<file path="config.mk">
export PLATFORM = sky130hd
export DESIGN_NAME = petq_top
export DESIGN_NICKNAME = d
export VERILOG_FILES = /design/src/logic/petq_top.v /design/src/logic/petq_cnt.v
export VERILOG_INCLUDE_DIRS = /design/src /design/src/logic
export SDC_FILE = /design/constraint.sdc
export NUM_CORES = 2
export LEC_CHECK = 0
export BUFFER_PORTS_ARGS = -buffer_cell sky130_fd_sc_hd__buf_2
export CELL_PAD_IN_SITES_DETAIL_PLACEMENT = 1
export CELL_PAD_IN_SITES_GLOBAL_PLACEMENT = 2
export CORE_ASPECT_RATIO = 1.25
export CORE_MARGIN = 4
export CORE_UTILIZATION = 43
export CTS_BUF_LIST = sky130_fd_sc_hd__clkbuf_4
export CTS_CLUSTER_SIZE = 20
export DETAILED_ROUTE_END_ITERATION = 16
export GPL_TIMING_DRIVEN = 0
export PLACE_DENSITY = 0.9
export SLEW_MARGIN = 20
export SYNTH_ARGS = -nofsm -noshare
export SYNTH_HDL_FRONTEND = slang
export SYNTH_SLANG_ARGS = --single-unit
</file>
<file path="constraint.sdc">
create_clock -name clk -period 4 [get_ports clk]
set_input_delay 0.4 -clock clk [delete_from_list [all_inputs] [get_ports clk]]
set_output_delay 0.4 -clock clk [all_outputs]
set_load 0.005 [all_outputs]
</file>
<file path="src/logic/petq_map.vh">
`ifndef PETQ_MAP_VH
`define PETQ_MAP_VH
// ==========================================================================
// Register byte offsets on the AXI4-Lite port.
`define PETQ_OFF_TAG_EN      8'h00
`define PETQ_OFF_TAG_MX      8'h04
`define PETQ_OFF_UP_CTL      8'h08
`define PETQ_OFF_MOVE_CTL    8'h0C
`define PETQ_OFF_EXEC_CTL    8'h10
`define PETQ_OFF_REPLAY_CTL  8'h14
`define PETQ_OFF_ORDER_CTL   8'h18
`define PETQ_OFF_FIRST_SEL   8'h1C
`define PETQ_OFF_SECOND_SEL  8'h20
`define PETQ_OFF_UTYPE_CTL   8'h24
`define PETQ_OFF_EXEC_CNT    8'h28
`define PETQ_OFF_REPLAY_CNT  8'h2C
// ==========================================================================
// Reset values.
`define PETQ_RST_REG         32'h0000_0000
// ==========================================================================
// Layout of an event select control word: mask in [24:9].
`define PETQ_MASK_LSB        9
`define PETQ_TAG_CODE_LSB    5
`define PETQ_MARK_EN_BIT     4
`define PETQ_THREAD_SEL_BIT  2
// Mask bit positions, counted from the mask field's bit 0.
`define PETQ_M_ALL_CLASS     15
`define PETQ_M_PORT0_MOVE    3
`define PETQ_M_PORT2_MOVE    4
`define PETQ_M_GOOD_SLOT0    0
`define PETQ_M_BAD_SLOT0     4
`define PETQ_M_GOOD_RETIRED  0
`define PETQ_M_BAD_RETIRED   1
`define PETQ_M_PARTIAL_FWD   4
`define PETQ_M_MISALIGNED    5
`define PETQ_M_SPLIT         1
`define PETQ_M_MARK_LOADS    1
`define PETQ_M_MARK_STORES   2
// ==========================================================================
// Tag enable and tag matrix bit positions.
`define PETQ_EN_L1_MISS      0
`define PETQ_EN_L2_MISS      1
`define PETQ_EN_DTLB_MISS    2
`define PETQ_EN_ORDER_REPLAY 9
`define PETQ_EN_SPLIT        10
`define PETQ_EN_BRANCH_A     15
`define PETQ_EN_BRANCH_B     16
`define PETQ_EN_GLOBAL_A     24
`define PETQ_EN_GLOBAL_B     25
`define PETQ_MX_LOAD         0
`define PETQ_MX_STORE        1
`define PETQ_MX_BRANCH       4
// ==========================================================================
// Thread attribute of each retirement count: 1 shared, 0 per thread.
`define PETQ_ATTR_EXEC       1'b0
`define PETQ_ATTR_REPLAY     1'b0
`define PETQ_RESP_OKAY       2'b00
`define PETQ_RESP_SLVERR     2'b10
`endif

</file>
<file path="src/logic/petq_top.v">
// Function
// - Class uops tagged with code when enabled
// - Move uops tagged only with both ports
// - L1 load miss: enables 0,24,25, matrix 0
// - L2 load miss: enables 1,24,25, matrix 0
// - DTLB miss: enable 2, matrix selects kind
// - Mispredict: enables 15,16,24,25, matrix 4
// - Order replay needs partial and misaligned bits
// - Split load uses second select register
// - Split store uses first select register
// - IO, uncached, locked, returns, far untaggable
// - L2 count uses fast detection only
// - Order replay counts unaligned forwarding only
// - Stack overflow may undercount front-end tags
// - Each retirement count fixed per-thread or shared
// - Slot bits map one-to-one onto tag bits
// - Load/store marks never increment a counter
`timescale 1ns/100ps
`include "petq_map.vh"
module petq_top (
   input  wire        clk,
   input  wire        rst,
   input  wire [7:0]  s_axi_awaddr,
   input  wire        s_axi_awvalid,
   output reg         s_axi_awready,
   input  wire [31:0] s_axi_wdata,
   input  wire [3:0]  s_axi_wstrb,
   input  wire        s_axi_wvalid,
   output reg         s_axi_wready,
   output reg  [1:0]  s_axi_bresp,
   output reg         s_axi_bvalid,
   input  wire        s_axi_bready,
   input  wire [7:0]  s_axi_araddr,
   input  wire        s_axi_arvalid,
   output reg         s_axi_arready,
   output reg  [31:0] s_axi_rdata,
   output reg  [1:0]  s_axi_rresp,
   output reg         s_axi_rvalid,
   input  wire        s_axi_rready,
   input  wire        uop_valid,
   input  wire [5:0]  uop_id,
   input  wire        uop_in_class,
   input  wire        uop_port0_move,
   input  wire        uop_port2_move,
   input  wire        uop_load,
   input  wire        uop_store,
   input  wire        uop_untaggable,
   input  wire        uop_l1_miss,
   input  wire        uop_l2_fast_miss,
   input  wire        uop_dtlb_miss,
   input  wire        uop_mispred,
   input  wire        uop_fwd_unaligned,
   input  wire        uop_split_load,
   input  wire        uop_split_store,
   input  wire        ret_valid,
   input  wire [5:0]  ret_id,
   input  wire        ret_bogus,
   input  wire        ret_thread,
   output reg         fe_mark_retired_q
);
   // ==========================================================================
   // Control registers.
   reg  [31:0] tag_enable_reg_q;
   reg  [31:0] tag_matrix_reg_q;
   reg  [31:0] up_ctl_q;
   reg  [31:0] move_ctl_q;
   reg  [31:0] exec_ctl_q;
   reg  [31:0] replay_ctl_q;
   reg  [31:0] order_ctl_q;
   reg  [31:0] first_store_load_select_q;
   reg  [31:0] second_store_load_select_q;
   reg  [31:0] utype_ctl_q;
   wire [31:0] exec_cnt;
   wire [31:0] replay_cnt;

   // ==========================================================================
   // AXI4-Lite slave state.
   reg         aw_full_q;
   reg  [7:0]  awaddr_q;
   reg         w_full_q;
   reg  [31:0] wdata_q;
   reg  [3:0]  wstrb_q;
   reg         aw_full_d;
   reg         w_full_d;
   reg         do_wr;
   reg  [7:0]  wr_addr;
   reg  [31:0] wr_data;
   reg  [3:0]  wr_strb;
   reg         bvalid_d;
   reg         rvalid_d;
   reg         wr_hit;
   reg         rd_hit;
   reg  [31:0] rd_data;
   wire        ar_take;
   wire        clr_exec;
   wire        clr_replay;

   function [31:0] merge;
      input [31:0] old;
      input [31:0] data;
      input [3:0]  strb;
      integer      i;
      begin
         merge = old;
         for (i = 0; i < 4; i = i + 1) begin
            if (strb[i]) begin
               merge[i*8 +: 8] = data[i*8 +: 8];
            end
         end
      end
   endfunction

   always @* begin
      aw_full_d = aw_full_q | (s_axi_awvalid & s_axi_awready);
      w_full_d  = w_full_q | (s_axi_wvalid & s_axi_wready);
      wr_addr   = aw_full_q ? awaddr_q : s_axi_awaddr;
      wr_data   = w_full_q ? wdata_q : s_axi_wdata;
      wr_strb   = w_full_q ? wstrb_q : s_axi_wstrb;
      do_wr     = aw_full_d & w_full_d & ~s_axi_bvalid;
      bvalid_d  = (s_axi_bvalid & ~s_axi_bready) | do_wr;
      case (wr_addr)
         `PETQ_OFF_TAG_EN, `PETQ_OFF_TAG_MX, `PETQ_OFF_UP_CTL, `PETQ_OFF_MOVE_CTL,
         `PETQ_OFF_EXEC_CTL, `PETQ_OFF_REPLAY_CTL, `PETQ_OFF_ORDER_CTL,
         `PETQ_OFF_FIRST_SEL, `PETQ_OFF_SECOND_SEL, `PETQ_OFF_UTYPE_CTL,
         `PETQ_OFF_EXEC_CNT, `PETQ_OFF_REPLAY_CNT: begin
            wr_hit = 1'b1;
         end
         default: begin
            wr_hit = 1'b0;
         end
      endcase
   end

   assign ar_take    = s_axi_arvalid & s_axi_arready;
   assign clr_exec   = do_wr & (wr_addr == `PETQ_OFF_EXEC_CNT);
   assign clr_replay = do_wr & (wr_addr == `PETQ_OFF_REPLAY_CNT);

   always @* begin
      rvalid_d = (s_axi_rvalid & ~s_axi_rready) | ar_take;
      rd_hit   = 1'b1;
      case (s_axi_araddr)
         `PETQ_OFF_TAG_EN:     rd_data = tag_enable_reg_q;
         `PETQ_OFF_TAG_MX:     rd_data = tag_matrix_reg_q;
         `PETQ_OFF_UP_CTL:     rd_data = up_ctl_q;
         `PETQ_OFF_MOVE_CTL:   rd_data = move_ctl_q;
         `PETQ_OFF_EXEC_CTL:   rd_data = exec_ctl_q;
         `PETQ_OFF_REPLAY_CTL: rd_data = replay_ctl_q;
         `PETQ_OFF_ORDER_CTL:  rd_data = order_ctl_q;
         `PETQ_OFF_FIRST_SEL:  rd_data = first_store_load_select_q;
         `PETQ_OFF_SECOND_SEL: rd_data = second_store_load_select_q;
         `PETQ_OFF_UTYPE_CTL:  rd_data = utype_ctl_q;
         `PETQ_OFF_EXEC_CNT:   rd_data = exec_cnt;
         `PETQ_OFF_REPLAY_CNT: rd_data = replay_cnt;
         default: begin
            rd_data = 32'h0000_0000;
            rd_hit  = 1'b0;
         end
      endcase
   end

   // ==========================================================================
   // Bus handshake and register writes.
   always @(posedge clk) begin
      if (rst) begin
         aw_full_q                  <= 1'b0;
         awaddr_q                   <= 8'h00;
         w_full_q                   <= 1'b0;
         wdata_q                    <= 32'h0000_0000;
         wstrb_q                    <= 4'h0;
         s_axi_awready              <= 1'b1;
         s_axi_wready               <= 1'b1;
         s_axi_bvalid               <= 1'b0;
         s_axi_bresp                <= `PETQ_RESP_OKAY;
         s_axi_arready              <= 1'b1;
         s_axi_rvalid               <= 1'b0;
         s_axi_rdata                <= 32'h0000_0000;
         s_axi_rresp                <= `PETQ_RESP_OKAY;
         tag_enable_reg_q           <= `PETQ_RST_REG;
         tag_matrix_reg_q           <= `PETQ_RST_REG;
         up_ctl_q                   <= `PETQ_RST_REG;
         move_ctl_q                 <= `PETQ_RST_REG;
         exec_ctl_q                 <= `PETQ_RST_REG;
         replay_ctl_q               <= `PETQ_RST_REG;
         order_ctl_q                <= `PETQ_RST_REG;
         first_store_load_select_q  <= `PETQ_RST_REG;
         second_store_load_select_q <= `PETQ_RST_REG;
         utype_ctl_q                <= `PETQ_RST_REG;
      end else begin
         if (s_axi_awvalid & s_axi_awready) begin
            awaddr_q <= s_axi_awaddr;
         end
         if (s_axi_wvalid & s_axi_wready) begin
            wdata_q <= s_axi_wdata;
            wstrb_q <= s_axi_wstrb;
         end
         aw_full_q     <= aw_full_d & ~do_wr;
         w_full_q      <= w_full_d & ~do_wr;
         s_axi_awready <= ~(aw_full_d & ~do_wr) & ~bvalid_d;
         s_axi_wready  <= ~(w_full_d & ~do_wr) & ~bvalid_d;
         s_axi_bvalid  <= bvalid_d;
         if (do_wr) begin
            s_axi_bresp <= wr_hit ? `PETQ_RESP_OKAY : `PETQ_RESP_SLVERR;
            case (wr_addr)
               `PETQ_OFF_TAG_EN:     tag_enable_reg_q <= merge(tag_enable_reg_q, wr_data, wr_strb);
               `PETQ_OFF_TAG_MX:     tag_matrix_reg_q <= merge(tag_matrix_reg_q, wr_data, wr_strb);
               `PETQ_OFF_UP_CTL:     up_ctl_q <= merge(up_ctl_q, wr_data, wr_strb);
               `PETQ_OFF_MOVE_CTL:   move_ctl_q <= merge(move_ctl_q, wr_data, wr_strb);
               `PETQ_OFF_EXEC_CTL:   exec_ctl_q <= merge(exec_ctl_q, wr_data, wr_strb);
               `PETQ_OFF_REPLAY_CTL: replay_ctl_q <= merge(replay_ctl_q, wr_data, wr_strb);
               `PETQ_OFF_ORDER_CTL:  order_ctl_q <= merge(order_ctl_q, wr_data, wr_strb);
               `PETQ_OFF_FIRST_SEL: begin
                  first_store_load_select_q <= merge(first_store_load_select_q, wr_data, wr_strb);
               end
               `PETQ_OFF_SECOND_SEL: begin
                  second_store_load_select_q <= merge(second_store_load_select_q, wr_data, wr_strb);
               end
               `PETQ_OFF_UTYPE_CTL:  utype_ctl_q <= merge(utype_ctl_q, wr_data, wr_strb);
               default: begin
               end
            endcase
         end
         s_axi_arready <= ~rvalid_d;
         s_axi_rvalid  <= rvalid_d;
         if (ar_take) begin
            s_axi_rdata <= rd_data;
            s_axi_rresp <= rd_hit ? `PETQ_RESP_OKAY : `PETQ_RESP_SLVERR;
         end
      end
   end

   // ==========================================================================
   // Tag generation at dispatch.
   wire [15:0] up_mask;
   wire [15:0] mv_mask;
   wire [15:0] ex_mask;
   wire [15:0] rp_mask;
   wire [3:0]  up_code;
   wire [3:0]  mv_code;
   wire        class_tag;
   wire        move_tag;
   wire [3:0]  exec_tag;
   wire        en_global;
   wire        load_sel;
   wire        store_sel;
   wire        replay_tag;
   wire        fe_mark;

   assign up_mask = up_ctl_q[`PETQ_MASK_LSB +: 16];
   assign mv_mask = move_ctl_q[`PETQ_MASK_LSB +: 16];
   assign ex_mask = exec_ctl_q[`PETQ_MASK_LSB +: 16];
   assign rp_mask = replay_ctl_q[`PETQ_MASK_LSB +: 16];
   assign up_code = up_ctl_q[`PETQ_TAG_CODE_LSB +: 4];
   assign mv_code = move_ctl_q[`PETQ_TAG_CODE_LSB +: 4];

   // Class events are qualified per thread at the retirement counter, so no thread check here.
   assign class_tag = up_mask[`PETQ_M_ALL_CLASS] & up_ctl_q[`PETQ_MARK_EN_BIT] & uop_in_class;
   assign move_tag  = mv_mask[`PETQ_M_PORT0_MOVE] & mv_mask[`PETQ_M_PORT2_MOVE]
                      & move_ctl_q[`PETQ_MARK_EN_BIT] & (uop_port0_move | uop_port2_move);
   assign exec_tag  = (class_tag ? up_code : 4'h0) | (move_tag ? mv_code : 4'h0);

   assign en_global = tag_enable_reg_q[`PETQ_EN_GLOBAL_A] & tag_enable_reg_q[`PETQ_EN_GLOBAL_B];
   assign load_sel  = tag_matrix_reg_q[`PETQ_MX_LOAD] & uop_load;
   assign store_sel = tag_matrix_reg_q[`PETQ_MX_STORE] & uop_store;
   // Untaggable uops are filtered here once, so every replay metric drops them.
   assign replay_tag = en_global & ~uop_untaggable & (
      (tag_enable_reg_q[`PETQ_EN_L1_MISS] & load_sel & uop_l1_miss) |
      (tag_enable_reg_q[`PETQ_EN_L2_MISS] & load_sel & uop_l2_fast_miss) |
      (tag_enable_reg_q[`PETQ_EN_DTLB_MISS] & (load_sel | store_sel) & uop_dtlb_miss) |
      (tag_enable_reg_q[`PETQ_EN_BRANCH_A] & tag_enable_reg_q[`PETQ_EN_BRANCH_B]
       & tag_matrix_reg_q[`PETQ_MX_BRANCH] & uop_mispred) |
      (tag_enable_reg_q[`PETQ_EN_ORDER_REPLAY] & load_sel & uop_fwd_unaligned
       & order_ctl_q[`PETQ_MASK_LSB + `PETQ_M_PARTIAL_FWD]
       & order_ctl_q[`PETQ_MASK_LSB + `PETQ_M_MISALIGNED]) |
      (tag_enable_reg_q[`PETQ_EN_SPLIT] & load_sel & uop_split_load
       & second_store_load_select_q[`PETQ_MASK_LSB + `PETQ_M_SPLIT]) |
      (tag_enable_reg_q[`PETQ_EN_SPLIT] & store_sel & uop_split_store
       & first_store_load_select_q[`PETQ_MASK_LSB + `PETQ_M_SPLIT]));
   // Load and store marks feed only the front-end path, never a counter here.
   // Untaggable uops must not pick up a front-end mark either.
   assign fe_mark = utype_ctl_q[`PETQ_MARK_EN_BIT] & ~uop_untaggable & (
      (utype_ctl_q[`PETQ_MASK_LSB + `PETQ_M_MARK_LOADS] & uop_load) |
      (utype_ctl_q[`PETQ_MASK_LSB + `PETQ_M_MARK_STORES] & uop_store));

   // ==========================================================================
   // Tag storage from dispatch to retirement.
   reg  [3:0] exec_tag_mem [0:63];
   reg        replay_tag_mem [0:63];
   reg        fe_mark_mem [0:63];
   integer    k;

   always @(posedge clk) begin
      if (rst) begin
         for (k = 0; k < 64; k = k + 1) begin
            exec_tag_mem[k]   <= 4'h0;
            replay_tag_mem[k] <= 1'b0;
            fe_mark_mem[k]    <= 1'b0;
         end
      end else if (uop_valid) begin
         exec_tag_mem[uop_id]   <= exec_tag;
         replay_tag_mem[uop_id] <= replay_tag;
         fe_mark_mem[uop_id]    <= fe_mark;
      end
   end

   // ==========================================================================
   // Retirement qualification.
   // A tag lost on a floating-point stack fault is not recovered, so counts may fall short.
   wire [3:0] ret_exec_tag;
   wire       exec_hit;
   wire       replay_hit;

   assign ret_exec_tag = exec_tag_mem[ret_id];
   assign exec_hit = ret_valid & (ret_bogus ? |(ret_exec_tag & ex_mask[`PETQ_M_BAD_SLOT0 +: 4])
                                            : |(ret_exec_tag & ex_mask[`PETQ_M_GOOD_SLOT0 +: 4]));
   assign replay_hit = ret_valid & replay_tag_mem[ret_id] & (ret_bogus ? rp_mask[`PETQ_M_BAD_RETIRED]
                                                                     : rp_mask[`PETQ_M_GOOD_RETIRED]);

   always @(posedge clk) begin
      if (rst) begin
         fe_mark_retired_q <= 1'b0;
      end else begin
         fe_mark_retired_q <= ret_valid & ~ret_bogus & fe_mark_mem[ret_id];
      end
   end

   petq_cnt u_exec_cnt (
      .clk        (clk),
      .rst        (rst),
      .inc        (exec_hit),
      .evt_thread (ret_thread),
      .sel_thread (exec_ctl_q[`PETQ_THREAD_SEL_BIT]),
      .shared     (`PETQ_ATTR_EXEC),
      .clr        (clr_exec),
      .count_q    (exec_cnt)
   );

   petq_cnt u_replay_cnt (
      .clk        (clk),
      .rst        (rst),
      .inc        (replay_hit),
      .evt_thread (ret_thread),
      .sel_thread (replay_ctl_q[`PETQ_THREAD_SEL_BIT]),
      .shared     (`PETQ_ATTR_REPLAY),
      .clr        (clr_replay),
      .count_q    (replay_cnt)
   );
endmodule

</file>
<file path="src/logic/petq_cnt.v">
`timescale 1ns/100ps
// ==========================================================================
// Retirement counter with logical processor qualification.
module petq_cnt (
   input  wire        clk,
   input  wire        rst,
   input  wire        inc,
   input  wire        evt_thread,
   input  wire        sel_thread,
   input  wire        shared,
   input  wire        clr,
   output reg  [31:0] count_q
);
   wire hit;
   assign hit = inc & (shared | (evt_thread == sel_thread));
   always @(posedge clk) begin
      if (rst) begin
         count_q <= 32'h0000_0000;
      end else if (hit) begin
         count_q <= count_q + 32'h0000_0001;
      end else if (clr) begin
         count_q <= 32'h0000_0000;
      end
   end
endmodule

</file>
# --- Word-level counts from Yosys, hierarchy flattened ---
# Memories as Yosys holds them, arrays and structs flattened.
# Cells that the tools add are included.
word_totals:
  ff_bits: 472
  ram_bits: 384
  input_bits: 88
  out_inout_bits: 42
  n_memories: 3
mem_list:
  columns: ["memory", "depth", "width", "read_ports", "rd_ports_with_merged_regs", "wr", "line", "source"]
  rows:
  - ["exec_tag_mem", 64, 4, 1, 0, 64, "petq_top.v:286", "reg [3:0] exec_tag_mem [0:63];"]
  - ["fe_mark_mem", 64, 1, 1, 0, 64, "petq_top.v:288", "reg fe_mark_mem [0:63];"]
  - ["replay_tag_mem", 64, 1, 1, 0, 64, "petq_top.v:287", "reg replay_tag_mem [0:63];"]
op_classes:
  addsub: 2
  eq_ne: 24
  mux: 30
  bitwise_logic: 79
  n_reduce_logical: 51
op_table:
  columns: ["cell", "n"]
  rows:
  - ["$pmux W32 S12", 1]
  - ["$mux W32", 5]
  - ["$reduce_and A3 Y1", 40]
  - ["$add A32 B1 Y32 const B", 2]
  - ["$eq A8 B5 Y1 const B", 8]
  - ["$eq A8 B6 Y1 const B", 8]
  - ["$and A1 B1 Y1", 53]
  - ["$eq A8 B4 Y1 const B", 4]
  - ["$reduce_or A12 Y1", 2]
  - ["$mux W6", 3]
  - ["$eq A8 B3 Y1 const B", 2]
  - ["$logic_not A8 Y1", 2]
  - ["$mux W4", 4]
  - ["$mux W1", 14]
  - ["$or A1 B1 Y1", 13]
  - ["$reduce_or A4 Y1", 3]
  - ["$not A1 Y1", 10]
  - ["$and A4 B4 Y4", 2]
  - ["$mux W8", 1]
  - ["$mux W2", 2]
  - ["$or A4 B4 Y4", 1]
  - ["$reduce_bool A2 Y1", 2]
  - ["$eq A1 B1 Y1", 2]
  - ["$reduce_or A1 Y1", 2]

# --- Longest topological paths before layout ---
logic_depth:
  depth_word: 11
  depth_mapped: 15
  depth_no_buf: 9

# --- Modules after synthesis ---
# From an unflattened synthesis, not the netlist that was laid out.
unflattened:
  hier_cells: 3582
  area_unflattened_um2: 37693.7
modules_own_cells:
  columns: ["module", "instances", "cells_per_inst", "area_each_um2"]
  rows:
  - ["petq_top", 1, 3158, 34052.7]
  - ["petq_cnt", 2, 212, 1820.5]

# --- Worst setup path after synthesis ---
# No wires, ideal clock.
synth_timing:
  kind: "in2reg"
  start: "input ret_id[0]"
  end: "register fe_mark_retired_q"
  arrival_ns: 3.010
  required_ns: 3.884
  setup_slack_ns: 0.874
  cell_stages: 11
  cell_sequence: "buf_6 buf_12 buf_12 buf_6 buf_6 buf_6 buf_6 mux4_2 mux4_2 mux4_2 and4_1"
synth_between:
  elab_chain_len: 2
synth_rtl:
  columns: ["element", "line", "source"]
  rows:
  - ["from (decl)", "petq_top.v:56", "input wire [5:0] ret_id,"]
  - ["$mem_v2 Z64 W1", null, null]
  - ["$and A1 B1 Y1", "petq_top.v:322", "fe_mark_retired_q <= ret_valid & ~ret_bogus & fe_mark_mem[ret_id];"]
  - ["to (signal assigned)", "petq_top.v:322", null]
  - ["to (decl)", "petq_top.v:59", "output reg fe_mark_retired_q"]
# Every way passes these cells.
# A chain may end at the register's enable or synchronous reset.

# --- Worst setup path in the final report ---
layout_timing:
  start: "input ret_id[1]"
  end: "register fe_mark_retired_q"
# Same word-level chain as after synthesis.

==> run metrics <==
run status=finished, violations left; violated checks=negative setup slack; Worst-path clk slew=0.07 ns; Final Wtd Congestion=0.979; CP Launch Type=input pin; Clock Latency Late Sink=1.15 ns; CTS Buf Count=217; Top FF cell, synth=dfxtp_1; hpwl dp=113,000 µm; Slew headroom=15.8%; Worst Hold Class=input pin to flip-flop; RSZ-0062 raised after global routing=false; Inst Count DP=4,759; vias per inst=6.29; I/O Pins=130; Commonest cells post-synth=856 x nor2_1, 470 x dfxtp_1, 384 x edfxtp_1; synth unique cells=75; CP Data Arrival Time=5.10 ns; peak supply drop=261 µV; DR pass1 iterations=9; Crit Path Category=input pin to flip-flop; Leak=14.4 nW; DIE WIDTH=271 µm; first-pass GRT wire length=227,000 µm; Die ar.=91,100 µm²; Crit path required time=5.02 ns; # nets final=4,066; final hold vios=0; ys async rst share=0%; number of remaining DRC errors=0; final WL=158,000 µm; # fillers=9,491; number of H-tree levels=4; cell area after layout=43,300 µm²; synth warn=0; Cell Area, Synth=37,100 µm²; Core Area=85,600 µm²; Longest Clk Path Bufs=3; WL/cell=30.2 µm; initial antenna violation count=6; min Tclk post-route=4.08 ns; Setup violations, final=1; Initial Util=43.3%; crit-path cells=buf_2 > buf_4 > buf_2 > buf_2 > clkbuf_2 > mux4_2 > mux4_2 > mux4_2 > and4_1 > dlygate4sd3_1; total gr overflow=0; post-synthesis instance total=3,523; Final period util=102%; area of the multi-input gates=15,100 µm²; clock tree root buffer cell=clkbuf_4; cell with the most instances after synthesis=nor2_1; global-route usage over all layers=34.0%; pwr dens=445 nW/µm²; Final Power=19.2 mW; largest net degree at the start of global routing=17; final worst setup slack=-0.0787 ns; critical path capture point type=flip-flop; post-synth top area share=31.1%; register area=20,900 µm²; Area Growth Syn to Fin=16.6%; Final Core Density=50.5%; post-CTS setup buffer count=0; Synth area leaders=edfxtp_1 31%, dfxtp_1 25%, nor2_1 8.7%; Max Clock Skew=0.0970 ns; share of layout cells above drive strength 1=17.3%; achievable clock frequency=0.245 GHz; Yosys top cell by area=edfxtp_1; Slew Viols, Final=0; post-route ant nets=0; Avg Cell Area, Syn=10.5 µm²; Synth Register Bits=854; hold_ws=0.0609 ns; CP max stage cell=clkbuf_2; vias post-DR=32,900; DRT iter0 DRCs=3,550; Layout Cells excl Fill=5,237; IO Port Bufs=119; setup_tns=-0.0787 ns; Worst Path Max Fanout=10; number of global-route vias before repair=33,800; chip height=336 µm; Placement Setup Slack=-0.611 ns; Worst Tran Pin Value=1.26 ns; Post-synth EDFFs=384; max-cap violations=0; sequential-to-total area share from yosys stat=56.5%; DP Area=39,400 µm²; peak per-stage delay on the critical path=0.59 ns; CTS tree=done; clock tree sinks=854; # rows=120
-- logic make-up (layout without fill, tap and decap cells) --
family                     Yosys count  count (layout)  share of synthesized area (%)
and+or+nand+nor                   1413            1413                           15.9
buffers and inverters              273             882                           3.32
adders and majority gates            2               2                         0.0675
AOI/OAI and AO/OA                  739             739                           14.3
other                                1               8                         0.0101
DFF                                854             854                           56.5
xor gates and xnor gates            10              10                          0.236
muxes                              231             231                           9.69
-- repair_timing --
item                                    in CTS  in global routing
resized for setup                            0                  4
hold buffers                                96                  0
endpoints found under the setup margin       0                228
hold endpoints to repair                   360                  0
-- routing by layer --
| metal | wire, µm | up-vias | share of wire (%) | GRT usage [%] |
|---|---|---|---|---|
| met2 | 76000 | 1834 | 48 | 57.7 |
| met4 | 14400 | 4 | 9.1 | 26.9 |
| met5 | 27 | - | 0.017 | 0 |
| met1 | 55400 | 16400 | 35 | 37.1 |
| li1 | - | 14100 | - | - |
| met3 | 12100 | 618 | 7.7 | 7.17 |
-- final timing paths --
path | from | end | slack, ns | cells past startpoint
max | ret_id[1] | fe_mark_retired_q$_SDFF_PP0_ | -0.08 | 10
min | uop_id[1] | exec_tag_mem[49][1]$_SDFFCE_PN0P_ | 0.06 | 5
max reg2reg | exec_tag_mem[31][0]$_SDFFCE_PN0P_ | u_exec_cnt.count_q[10]$_SDFFE_PP0P_ | 0.19 | 10
min reg2reg | s_axi_rdata[14]$_SDFFE_PP0P_ | s_axi_rdata[14]$_SDFFE_PP0P_ | 0.45 | 2
-- state kept, by name (all words and copies together) (netlist names), 4 cells and up --
| name | count |
|---|---|
| exec_tag_mem | 256 |
| fe_mark_mem | 64 |
| replay_tag_mem | 64 |
| exec_ctl_q | 32 |
| first_store_load_select_q | 32 |
| move_ctl_q | 32 |
| order_ctl_q | 32 |
| replay_ctl_q | 32 |
| s_axi_rdata | 32 |
| second_store_load_select_q | 32 |
| tag_enable_reg_q | 32 |
| tag_matrix_reg_q | 32 |
| u_exec_cnt.count_q | 32 |
| u_replay_cnt.count_q | 32 |
| up_ctl_q | 32 |
| utype_ctl_q | 32 |
| wdata_q | 32 |
| awaddr_q | 8 |
| wstrb_q | 4 |
-- report_power, final --
part	leakage, nW	total (mW)	internal, mW	switching, mW
logic	4.98	1.92	0.598	1.32
clock network	1.68	7.87	4.04	3.84
registers	7.76	9.44	9.32	0.123
-- cells in the final DEF, fill, tap and decap left out, types with 89 or more instances in the layout --
master,synthesis,routed
nor2_1,856,849
dfxtp_1,470,470
edfxtp_1,384,384
clkbuf_4,0,335
a211oi_1,327,327
nand2_1,304,304
clkbuf_1,191,189
buf_2,20,141
a21oi_1,116,115
dlygate4sd3_1,0,96
mux4_2,89,89
-- worst max-delay path: cells and delay by family --
family | cells | cell delay, ns
buffers and inverters | 6 | 2.96
multiplexers | 3 | 1.51
AND/OR/NAND/NOR | 1 | 0.22
-- final cells by class --
class	count	area share, %
diodes	6	0.0347
plain buffers	254	2.69
clock buffers	335	5.81
clock inverters	41	0.688
inverters	19	0.165
multi-input cells	2397	35.0
flip-flops and latches	854	48.4
well taps	1098	3.18
repair buffers	233	4.02
No activity file was read; power rests on OpenSTA's default activity.
